### src/hw/sfac_defines.svh
// Constants of the security fuse access control block.
// Assumes inclusion by bare name from the package and modules.
`ifndef SFAC_DEFINES_SVH
`define SFAC_DEFINES_SVH

`define SFAC_OPT_FUSE        8'h01
`define SFAC_FUSE_ADDR       8'hff
`define SFAC_FUSE_LEN        8'h00
`define SFAC_FUSE_DATA       8'h00
`define SFAC_PROG_ADDR_1ST   8'h06
`define SFAC_PROG_ADDR_2ND   8'h04
`define SFAC_PROG_ADDR_3RD   8'h00
`define SFAC_FUSE_RESET      4'h7
`define SFAC_FUSE_RSVD       4'h0
`define SFAC_BIT_LOCK_A      0
`define SFAC_BIT_LOCK_B      1
`define SFAC_BIT_LOCK_C      2
`define SFAC_BIT_FACTORY     3
`define SFAC_MTZ_LO          8'h0a
`define SFAC_MTZ_HI          8'h0b
`define SFAC_CMC_LO          8'h0c
`define SFAC_CMC_HI          8'h0d
`define SFAC_HWR_LO          8'h0e
`define SFAC_HWR_HI          8'h0f
`define SFAC_ANTI_HI         8'h0f
`define SFAC_LOT_HI          8'h17
`define SFAC_DCR_ADDR        8'h18
`define SFAC_AC_HI           8'h4f
`define SFAC_CRYPTO_HI       8'h8f
`define SFAC_KEY_COL         3'h4
`define SFAC_SECRET_HI       8'haf
`define SFAC_PW_HI           8'hef
`define SFAC_PAC_COL_MASK    3'h3
`define SFAC_BUSY_CYCLES     4'h2

`endif

### src/hw/sfac_pkg.sv
// Types of the security fuse access control block.
// Assumes the defines header is on the include path.
`include "sfac_defines.svh"

package sfac_pkg;
    typedef enum logic [1:0] {SFAC_CMD_NONE, SFAC_CMD_READ, SFAC_CMD_WRITE} sfac_cmd_t;
    typedef enum logic [3:0] {
        SFAC_AREA_ANTI, SFAC_AREA_MTZ, SFAC_AREA_CMC, SFAC_AREA_HWR, SFAC_AREA_LOT,
        SFAC_AREA_DCR, SFAC_AREA_AC, SFAC_AREA_CRYPTO, SFAC_AREA_KEY, SFAC_AREA_SECRET,
        SFAC_AREA_PW, SFAC_AREA_PAC, SFAC_AREA_FORBID
    } sfac_area_t;
endpackage

### src/hw/sfac_dec_if.sv
// Carries an address and its decoded area between the top and the decoder.
// Assumes the package is compiled first.
`timescale 1ns/10ps

interface sfac_dec_if;
    import sfac_pkg::*;
    logic [7:0] addr;
    sfac_area_t area;
    logic [2:0] pw_set;
    modport dec (input addr, output area, output pw_set);
    modport top (output addr, input area, input pw_set);
endinterface

### src/hw/sfac_area_dec.sv
// Maps a configuration memory address to its access area.
// Assumes an 8-bit configuration address space.
`timescale 1ns/10ps
`include "sfac_defines.svh"

module sfac_area_dec
    import sfac_pkg::*;
(
    sfac_dec_if.dec d
);
    always_comb
    begin
        d.pw_set = d.addr[5:3] - 3'h6;
        if (d.addr >= `SFAC_MTZ_LO && d.addr <= `SFAC_MTZ_HI)
            d.area = SFAC_AREA_MTZ;
        else if (d.addr >= `SFAC_CMC_LO && d.addr <= `SFAC_CMC_HI)
            d.area = SFAC_AREA_CMC;
        else if (d.addr >= `SFAC_HWR_LO && d.addr <= `SFAC_HWR_HI)
            d.area = SFAC_AREA_HWR;
        else if (d.addr <= `SFAC_ANTI_HI)
            d.area = SFAC_AREA_ANTI;
        else if (d.addr <= `SFAC_LOT_HI)
            d.area = SFAC_AREA_LOT;
        else if (d.addr == `SFAC_DCR_ADDR)
            d.area = SFAC_AREA_DCR;
        else if (d.addr <= `SFAC_AC_HI)
            d.area = SFAC_AREA_AC;
        else if (d.addr <= `SFAC_CRYPTO_HI)
            d.area = (d.addr[3] && d.addr[2:0] >= `SFAC_KEY_COL) ? SFAC_AREA_KEY : SFAC_AREA_CRYPTO;
        else if (d.addr <= `SFAC_SECRET_HI)
            d.area = SFAC_AREA_SECRET;
        else if (d.addr <= `SFAC_PW_HI)
            d.area = ((d.addr[2:0] & `SFAC_PAC_COL_MASK) == 3'h0) ? SFAC_AREA_PAC : SFAC_AREA_PW;
        else
            d.area = SFAC_AREA_FORBID;
    end
endmodule

### src/hw/sfac_fuse_cell.sv
// One one-time-programmable fuse cell; only a program pulse or reset (which reloads INIT) changes it.
// Assumes the factory value is given as a parameter.
`timescale 1ns/10ps

module sfac_fuse_cell #(
    parameter logic INIT = 1'b1
) (
    input  wire logic CLK,
    input  wire logic RESET_N,
    input  wire logic program_pulse,
    output logic      blown
);
    logic state_ff;
    logic nxt_state;

    always_comb
    begin
        nxt_state = state_ff & ~program_pulse;
    end

    always_ff @(posedge CLK or negedge RESET_N)
    begin
        if (!RESET_N)
            state_ff <= INIT;
        else
            state_ff <= nxt_state;
    end

    assign blown = ~state_ff;
endmodule

### src/hw/sfac_top.sv
// Security fuse byte, fuse programming order and configuration access gating.
// Assumes the command decoder presents one-cycle command strobes.
// Operation
// - Programmed fuses never return to unprogrammed, except by reset.
// - Fuses gate configuration memory only, not user zones.
// - Read with option 01h, address FFh, length 00h returns the fuse byte.
// - Fuse bit zero means programmed, one means unprogrammed.
// - Bits four to seven reserved, ignored by access decisions.
// - First line: bit0 first lock, bit1 maker lock, bit2 issue, bit3 factory.
// - Second line: bit0 issue, bit1 secret lock, bit2 cipher, bit3 factory.
// - Program via write 01h, addresses 06h, 04h, 00h in order; reject others.
// - Each fuse program answers acknowledge plus fuse byte in status.
// - All three fuses programmed locks configuration to most restrictive column.
// - Factory default: factory fuse zero, others one.
// - First line: general reads always open; lot history writes refused.
// - First line: anticollision write needs transport password until first lock.
// - First line: keys, secrets, control writes need transport password until issue lock.
// - Second line uses own matrix with secret lock and cipher fuses.
// - Transport password access only after a validated password check.
// - Set write password grants only its own set's counter and passwords.
`timescale 1ns/10ps
`include "sfac_defines.svh"

module sfac_top
    import sfac_pkg::*;
#(
    parameter bit PRODUCT_LINE_B = 1'b0
) (
    input  wire logic       CLK,
    input  wire logic       RESET_N,
    input  wire logic       CMD_READ,
    input  wire logic       CMD_WRITE,
    input  wire logic [7:0] CMD_OPTION,
    input  wire logic [7:0] CMD_ADDR,
    input  wire logic [7:0] CMD_LEN,
    input  wire logic [7:0] CMD_DATA,
    input  wire logic       TRANSPORT_PASSWORD_OK,
    input  wire logic       SET_SET_WRITE_PASSWORD_OK,
    input  wire logic [2:0] SET_SET_WRITE_PASSWORD_SET,
    input  wire logic       SESSION_END,
    input  wire logic       ENCRYPTION_ACTIVE,
    output logic            RESP_VALID,
    output logic            RESP_ACK,
    output logic            RESP_GRANT,
    output logic            RESP_HAS_DATA,
    output logic [7:0]      RESP_DATA,
    output logic [7:0]      STATUS_FUSE,
    output logic            CONFIG_LOCKED
);
    logic [3:0] fuse_ok;
    logic [2:0] prog_pulse;
    sfac_dec_if dif();

    sfac_fuse_cell #(.INIT(1'b1)) u_fuse0 (.CLK(CLK), .RESET_N(RESET_N), .program_pulse(prog_pulse[0]),
                                           .blown(fuse_ok[0]));
    sfac_fuse_cell #(.INIT(1'b1)) u_fuse1 (.CLK(CLK), .RESET_N(RESET_N), .program_pulse(prog_pulse[1]),
                                           .blown(fuse_ok[1]));
    sfac_fuse_cell #(.INIT(1'b1)) u_fuse2 (.CLK(CLK), .RESET_N(RESET_N), .program_pulse(prog_pulse[2]),
                                           .blown(fuse_ok[2]));
    sfac_fuse_cell #(.INIT(1'b0)) u_fuse3 (.CLK(CLK), .RESET_N(RESET_N), .program_pulse(1'b0),
                                           .blown(fuse_ok[3]));

    assign dif.addr = CMD_ADDR;
    sfac_area_dec u_dec (.d(dif.dec));

    // Fuse byte: low nibble is fuse state (1 = unprogrammed)
    logic [7:0] fuse_byte;
    assign fuse_byte = {`SFAC_FUSE_RSVD, ~fuse_ok};

    // Named fuse views; physical programming slots are order 06h,04h,00h
    logic lock_a_blown;
    logic lock_b_blown;
    logic issue_blown;
    // second line naming, first line naming
    always_comb
    begin
        if (PRODUCT_LINE_B)
        begin
            issue_blown  = fuse_ok[`SFAC_BIT_LOCK_A];
            lock_b_blown = fuse_ok[`SFAC_BIT_LOCK_B];
            lock_a_blown = fuse_ok[`SFAC_BIT_LOCK_C];
        end
        else
        begin
            lock_a_blown = fuse_ok[`SFAC_BIT_LOCK_A];
            lock_b_blown = fuse_ok[`SFAC_BIT_LOCK_B];
            issue_blown  = fuse_ok[`SFAC_BIT_LOCK_C];
        end
    end

    // Session password state
    logic       tpw_ff;
    logic       nxt_tpw;
    logic       wpw_ff;
    logic       nxt_wpw;
    logic [2:0] wset_ff;
    logic [2:0] nxt_wset;

    // transport password held for the session
    always_comb
    begin
        nxt_tpw  = tpw_ff;
        nxt_wpw  = wpw_ff;
        nxt_wset = wset_ff;
        if (SESSION_END)
        begin
            nxt_tpw = 1'b0;
            nxt_wpw = 1'b0;
        end
        if (TRANSPORT_PASSWORD_OK)
            nxt_tpw = 1'b1;
        if (SET_SET_WRITE_PASSWORD_OK)
        begin
            nxt_wpw  = 1'b1;
            nxt_wset = SET_SET_WRITE_PASSWORD_SET;
        end
    end

    always_ff @(posedge CLK or negedge RESET_N)
    begin
        if (!RESET_N)
        begin
            tpw_ff  <= 1'b0;
            wpw_ff  <= 1'b0;
            wset_ff <= 3'h0;
        end
        else
        begin
            tpw_ff  <= nxt_tpw;
            wpw_ff  <= nxt_wpw;
            wset_ff <= nxt_wset;
        end
    end

    // Command classification
    logic is_fuse_read;
    logic is_fuse_prog;
    logic order_ok;
    assign is_fuse_read = CMD_READ && CMD_OPTION == `SFAC_OPT_FUSE && CMD_ADDR == `SFAC_FUSE_ADDR
                          && CMD_LEN == `SFAC_FUSE_LEN;
    assign is_fuse_prog = CMD_WRITE && CMD_OPTION == `SFAC_OPT_FUSE && CMD_LEN == `SFAC_FUSE_LEN
                          && CMD_DATA == `SFAC_FUSE_DATA;

    // strict order: each slot only after the previous one
    always_comb
    begin
        prog_pulse = 3'h0;
        order_ok   = 1'b0;
        if (is_fuse_prog)
        begin
            case (CMD_ADDR)
                `SFAC_PROG_ADDR_1ST: order_ok = !prog_slot(0);
                `SFAC_PROG_ADDR_2ND: order_ok = prog_slot(0) && !prog_slot(1);
                `SFAC_PROG_ADDR_3RD: order_ok = prog_slot(1) && !prog_slot(2);
                default:             order_ok = 1'b0;
            endcase
            if (order_ok)
                prog_pulse = slot_mask(CMD_ADDR);
        end
    end

    function automatic logic prog_slot(input int idx);
        logic [2:0] slots;
        // Named views already map each line's bits to the slot order
        slots = {issue_blown, lock_b_blown, lock_a_blown};
        return slots[idx];
    endfunction

    // Map programming address to physical fuse bit
    function automatic logic [2:0] slot_mask(input logic [7:0] a);
        logic [2:0] m;
        m = 3'h0;
        if (a == `SFAC_PROG_ADDR_1ST)
            m = PRODUCT_LINE_B ? 3'h4 : 3'h1;
        else if (a == `SFAC_PROG_ADDR_2ND)
            m = 3'h2;
        else
            m = PRODUCT_LINE_B ? 3'h1 : 3'h4;
        return m;
    endfunction

    // Access matrix
    logic grant;
    logic all_locked;
    logic own_set;
    assign all_locked = lock_a_blown && lock_b_blown && issue_blown;
    assign own_set = wpw_ff && (wset_ff == dif.pw_set);

    // configuration area decisions only; reserved bits unused
    always_comb
    begin
        grant = 1'b0;
        if (CMD_READ)
        begin
            case (dif.area)
                SFAC_AREA_KEY, SFAC_AREA_SECRET:
                    grant = PRODUCT_LINE_B ? (tpw_ff && !lock_b_blown && (!lock_a_blown || ENCRYPTION_ACTIVE))
                                           : (tpw_ff && !issue_blown);
                SFAC_AREA_PW:
                    grant = issue_blown ? own_set
                                        : (tpw_ff && (!PRODUCT_LINE_B || !lock_a_blown || lock_b_blown
                                                      || ENCRYPTION_ACTIVE));
                SFAC_AREA_FORBID: grant = 1'b0;
                default:          grant = 1'b1;
            endcase
        end
        else
        begin
            case (dif.area)
                SFAC_AREA_MTZ: grant = 1'b1;
                SFAC_AREA_HWR: grant = !PRODUCT_LINE_B && (tpw_ff && !lock_a_blown);
                SFAC_AREA_ANTI: grant = tpw_ff && (PRODUCT_LINE_B ? !issue_blown : !lock_a_blown);
                SFAC_AREA_CMC:
                    grant = tpw_ff && (PRODUCT_LINE_B ? !issue_blown : !lock_b_blown);
                SFAC_AREA_LOT: grant = 1'b0;
                SFAC_AREA_DCR:
                    grant = tpw_ff && (PRODUCT_LINE_B ? !lock_b_blown : !issue_blown);
                SFAC_AREA_AC:   grant = tpw_ff && !issue_blown;
                SFAC_AREA_CRYPTO:
                    grant = tpw_ff && (PRODUCT_LINE_B ? !lock_b_blown : !issue_blown);
                SFAC_AREA_KEY, SFAC_AREA_SECRET:
                    grant = PRODUCT_LINE_B ? (tpw_ff && !lock_b_blown && (!lock_a_blown || ENCRYPTION_ACTIVE))
                                           : (tpw_ff && !issue_blown);
                SFAC_AREA_PW:
                    grant = issue_blown ? own_set
                                        : (tpw_ff && (!PRODUCT_LINE_B || !lock_a_blown || lock_b_blown
                                                      || ENCRYPTION_ACTIVE));
                SFAC_AREA_PAC:
                    grant = issue_blown ? own_set : tpw_ff;
                default: grant = 1'b0;
            endcase
        end
        // full lock forces the most restrictive column, already encoded by issue_blown
        if (all_locked && !CMD_READ && dif.area != SFAC_AREA_MTZ && dif.area != SFAC_AREA_PW
            && dif.area != SFAC_AREA_PAC)
            grant = 1'b0;
    end

    // Response registers
    logic       rv_ff, nxt_rv;
    logic       rack_ff, nxt_rack;
    logic       rg_ff, nxt_rg;
    logic       rhd_ff, nxt_rhd;
    logic [7:0] rd_ff, nxt_rd;
    logic [7:0] st_ff, nxt_st;
    logic       lk_ff, nxt_lk;

    always_comb
    begin
        nxt_rv   = CMD_READ || CMD_WRITE;
        nxt_rack = 1'b0;
        nxt_rg   = 1'b0;
        nxt_rhd  = 1'b0;
        nxt_rd   = 8'h00;
        nxt_st   = fuse_byte;
        nxt_lk   = all_locked;
        if (is_fuse_read)
        begin
            nxt_rack = 1'b1;
            nxt_rg   = 1'b1;
            nxt_rhd  = 1'b1;
            nxt_rd   = fuse_byte;
        end
        else if (is_fuse_prog)
        begin
            nxt_rack = order_ok;
            nxt_rg   = order_ok;
            nxt_st   = {`SFAC_FUSE_RSVD, ~fuse_ok & ~{1'b0, prog_pulse}};
            // lock shows with the last fuse
            nxt_lk   = ~|nxt_st[2:0];
        end
        else if (CMD_READ || CMD_WRITE)
        begin
            nxt_rack = grant;
            nxt_rg   = grant;
        end
    end

    always_ff @(posedge CLK or negedge RESET_N)
    begin
        if (!RESET_N)
        begin
            rv_ff   <= 1'b0;
            rack_ff <= 1'b0;
            rg_ff   <= 1'b0;
            rhd_ff  <= 1'b0;
            rd_ff   <= 8'h00;
            st_ff   <= {`SFAC_FUSE_RSVD, `SFAC_FUSE_RESET};
            lk_ff   <= 1'b0;
        end
        else
        begin
            rv_ff   <= nxt_rv;
            rack_ff <= nxt_rack;
            rg_ff   <= nxt_rg;
            rhd_ff  <= nxt_rhd;
            rd_ff   <= nxt_rd;
            st_ff   <= nxt_st;
            lk_ff   <= nxt_lk;
        end
    end

    assign RESP_VALID    = rv_ff;
    assign RESP_ACK      = rack_ff;
    assign RESP_GRANT    = rg_ff;
    assign RESP_HAS_DATA = rhd_ff;
    assign RESP_DATA     = rd_ff;
    assign STATUS_FUSE   = st_ff;
    assign CONFIG_LOCKED = lk_ff;
endmodule

### config.mk
export PLATFORM = sky130hd
export DESIGN_NAME = sfac_top
export DESIGN_NICKNAME = d
export VERILOG_FILES = /design/src/hw/sfac_pkg.sv /design/src/hw/sfac_dec_if.sv /design/src/hw/sfac_area_dec.sv /design/src/hw/sfac_fuse_cell.sv /design/src/hw/sfac_top.sv
export VERILOG_INCLUDE_DIRS = /design/src /design/src/hw
export SDC_FILE = /design/constraint.sdc
export NUM_CORES = 1
export LEC_CHECK = 0
export ABC_AREA = 1
export BUFFER_PORTS_ARGS = -buffer_cell sky130_fd_sc_hd__buf_4
export CAP_MARGIN = 10
export CORE_ASPECT_RATIO = 0.5
export CORE_UTILIZATION = 52
export CTS_CLUSTER_SIZE = 20
export DETAILED_ROUTE_END_ITERATION = 10
export PLACE_DENSITY = 0.85
export REMOVE_ABC_BUFFERS = 1
export SLEW_MARGIN = 0
export SYNTH_ARGS = -nofsm -noshare
export SYNTH_HDL_FRONTEND = slang
export SYNTH_SLANG_ARGS = --single-unit
### constraint.sdc
create_clock -name CLK -period 2.84 [get_ports CLK]
set_clock_uncertainty 0.15 [all_clocks]
set_input_delay 0 -clock CLK [delete_from_list [all_inputs] [get_ports CLK]]
set_output_delay 0 -clock CLK [all_outputs]
set_load 0.02 [all_outputs]
==> results_dict.tcl <==
set metrics [dict create \
    outcome "finished, final reports clean" \
    cts_setup_buffers 0 \
    hold_class "input pin to flip-flop" \
    p_leak_nw 1.18 \
    grt_pass1_vias 1585 \
    clockBufferDepth 2 \
    synth-edff-count 0 \
    p_clk_frac 0.306 \
    io_pins 64 \
    critPathTopFamily "buffers and inverters" \
    multi_input_area_um2 912 \
    dieHeight_um 41.1 \
    grt_usage 0.316 \
    drt_iter0_drc 105 \
    critPathBufInv 5 \
    hold_viol 0 \
    clkTransAtPathRegs_ns 0.07 \
    dieWidth_um 80.2 \
    rsz0062_at_grt "no" \
    use_met1 0.357 \
    seqPwrFrac 0.387 \
    fmax_mhz 394 \
    hpwl_um 3290 \
    grtUsageMet3 0.0556 \
    intPower_mw 0.485 \
    grt_remaining_overflow 0 \
    yosys_warnings 0 \
    drive_above_1_share 0.325 \
    fill_cells 181 \
    maxCapViolCount 0 \
    crit_chain "dlygate4sd3_1 > buf_4 > nor4_1 > dlygate4sd3_1 > nand4_1 > dlygate4sd3_1 > nor2_1 > inv_1 > nor2_1" \
    mostFrequentLayoutCells "buf_4, nand2_1, inv_1" \
    fin_area_um2 2180 \
    cts_tree "built" \
    synth_ff_type "dfrtp_1" \
    synthArstFlopShare 1.00 \
    routed_via_density 5.22 \
    ant_nets 0 \
    post_drt_wl_per_cell_um 14.7 \
    p_sw_mw 0.216 \
    crit_top_cell "dlygate4sd3_1" \
    synthCells 226 \
    cpPeakStageDelay_ns 0.58 \
    first_pass_iters 4 \
    grt_max_degree 12 \
    criticalPathCategory "input pin to flip-flop" \
    core_area_um2 2750 \
    area_growth_pct 37.3 \
    grt.busiest_layer "met2" \
    num-nets-final 344 \
    ys_seq_area_frac 0.288 \
    htree_levels 1 \
    crit_path_end_kind "flip-flop" \
    placed_area_um2 1980 \
    met2_usage 0.632 \
    numClockSinks 18 \
    num_antenna_cells 0 \
    setup_viol 0 \
    cp_slowest_cell "dlygate4sd3_1" \
    cts_resized 0 \
    grt_first_pass_wirelength_um 7400 \
    final_common_cell "buf_4" \
    synth_cell_types 36 \
    ctsHoldBuffers 15 \
    arrival_ns 2.57 \
    dieArea_um2 3300 \
    p_comb_frac 0.307 \
    netlist_area_um2 1590 \
    start_util 0.579 \
    worst_ir_drop_vdd_mv 0.363 \
    rows 13 \
    insertion_delay_ns 0.26 \
    fin_crit_sh 0.894 \
    numCtsBuffers 3 \
    layout_min_cycle_time_ns 2.54 \
    synth-seq-cells 18 \
    avgSynthCellArea_um2 7.04 \
    relSlewSlack 0.642 \
    regArea_um2 458 \
    fin_tns_setup_ns 0 \
    gp_congestion 0.899 \
    slew_viol_final 0 \
    root_buffer "clkbuf_8" \
    crit_path_start_kind "input pin" \
    route.vias.total 1732 \
    cp_max_fo 3 \
    port-buffer-count 52 \
    power_density_nw_per_um2 321 \
    grt_antenna_before_repair 0 \
    tightest_slew_ns 0.532 \
    drc_errors 0 \
    switching_share 0.308 \
    required_ns 2.87 \
    wirelength_um 4890 \
]
==> final cells by class <==
| cell class | count | share of cell area |
|---|---|---|
| multi-input combinational | 163 | 0.418 |
| timing repair buffer | 67 | 0.248 |
| sequential | 18 | 0.210 |
| inverter | 43 | 0.0785 |
| clock buffer | 4 | 0.0252 |
| tap | 37 | 0.0212 |
==> layer usage <==
metal  share of wire  vias to the layer above  wire length [µm]
met5               0                        -                 0
met1            0.39                      782              1910
met4           0.027                        0               132
met3           0.072                       22               352
met2            0.51                       83              2500
li1                -                      845                 -
==> synthesized netlist by cell type (6+ instances only) <==
cell type | count | area, µm²
nand2_1 | 43 | 161
dfrtp_1 | 12 | 300
inv_1 | 36 | 135
nand2_2 | 10 | 62.6
buf_4 | 11 | 82.6
nand3_1 | 15 | 75.1
nor2_1 | 21 | 78.8
dfstp_2 | 6 | 158
nor4_1 | 7 | 43.8
a21oi_1 | 8 | 40.0
nor3_1 | 8 | 40.0
==> registers in the layout, indices dropped and copies added (netlist names) <==
| register | count |
|---|---|
| RESP_GRANT | 1 |
| CONFIG_LOCKED | 1 |
| u_fuse1.state_ff | 1 |
| wset_ff | 3 |
| RESP_DATA | 3 |
| tpw_ff | 1 |
| RESP_VALID | 1 |
| RESP_HAS_DATA | 1 |
| u_fuse2.state_ff | 1 |
| STATUS_FUSE | 3 |
| wpw_ff | 1 |
| u_fuse0.state_ff | 1 |
==> through the flow <==
stage | std cells | power [mW] | util | setup slack (ns) | hold WS [ns]
after floorplan | 224 | 0.385 | - | 1.11 | -0.446
after global placement | 313 | 0.462 | 0.720 | 0.814 | -0.277
after detailed placement | 313 | 0.469 | 0.720 | 0.759 | -0.272
after CTS | 332 | 0.690 | 0.794 | 0.399 | 0.0123
after global routing | 332 | 0.729 | 0.794 | 0.206 | 0.0821
final | 332 | 0.701 | 0.794 | 0.301 | 0.0243
==> worst paths after layout <==
| kind | from | end | slack, ns | cells after the start |
|---|---|---|---|---|
| max | CMD_LEN[6] | RESP_DATA[0]$_DFF_PN0_ | 0.30 | 9 |
| max reg2reg | u_fuse1.state_ff$_DFF_PN1_ | CONFIG_LOCKED$_DFF_PN0_ | 1.00 | 6 |
| min reg2reg | u_fuse2.state_ff$_DFF_PN1_ | STATUS_FUSE[2]$_DFF_PN1_ | 0.39 | 2 |
| min | CMD_ADDR[2] | STATUS_FUSE[2]$_DFF_PN1_ | 0.02 | 5 |
| max in group asynchronous | RESET_N | RESP_GRANT$_DFF_PN0_ | 0.92 | 4 |
| min in group asynchronous | RESET_N | wpw_ff$_DFFE_PN0P_ | 0.58 | 3 |
==> power by group through the flow <==
stage / clock network [mW] / logic [mW] / registers, mW
finish: 0.215 / 0.215 / 0.271
CTS: 0.210 / 0.209 / 0.271
floorplan: 0 / 0.105 / 0.279
detailed placement: 0 / 0.193 / 0.275
global route: 0.222 / 0.235 / 0.272
global placement: 0 / 0.187 / 0.275
==> kinds of logic (layout without fill, tap and decap cells) <==
group | count (synthesis) | after routing | share of synthesized area
xor+xnor | 1 | 1 | 0.00551
buf+inv | 54 | 114 | 0.160
fa+ha+maj | 5 | 5 | 0.0393
flops | 18 | 18 | 0.288
simple gates | 121 | 121 | 0.389
compound gates | 23 | 23 | 0.0952
other cells | 1 | 10 | 0.00236
mux | 3 | 3 | 0.0212
==> worst reg2reg max path, stage by stage, from the launching register on <==
cell and delay, ns:
dfstp_2 0.56, inv_1 0.08, o311ai_1 0.31, nand2_1 0.15, o21ai_1 0.23, inv_1 0.11
nor3_1 0.17
Power figures use the tool's default switching activity.
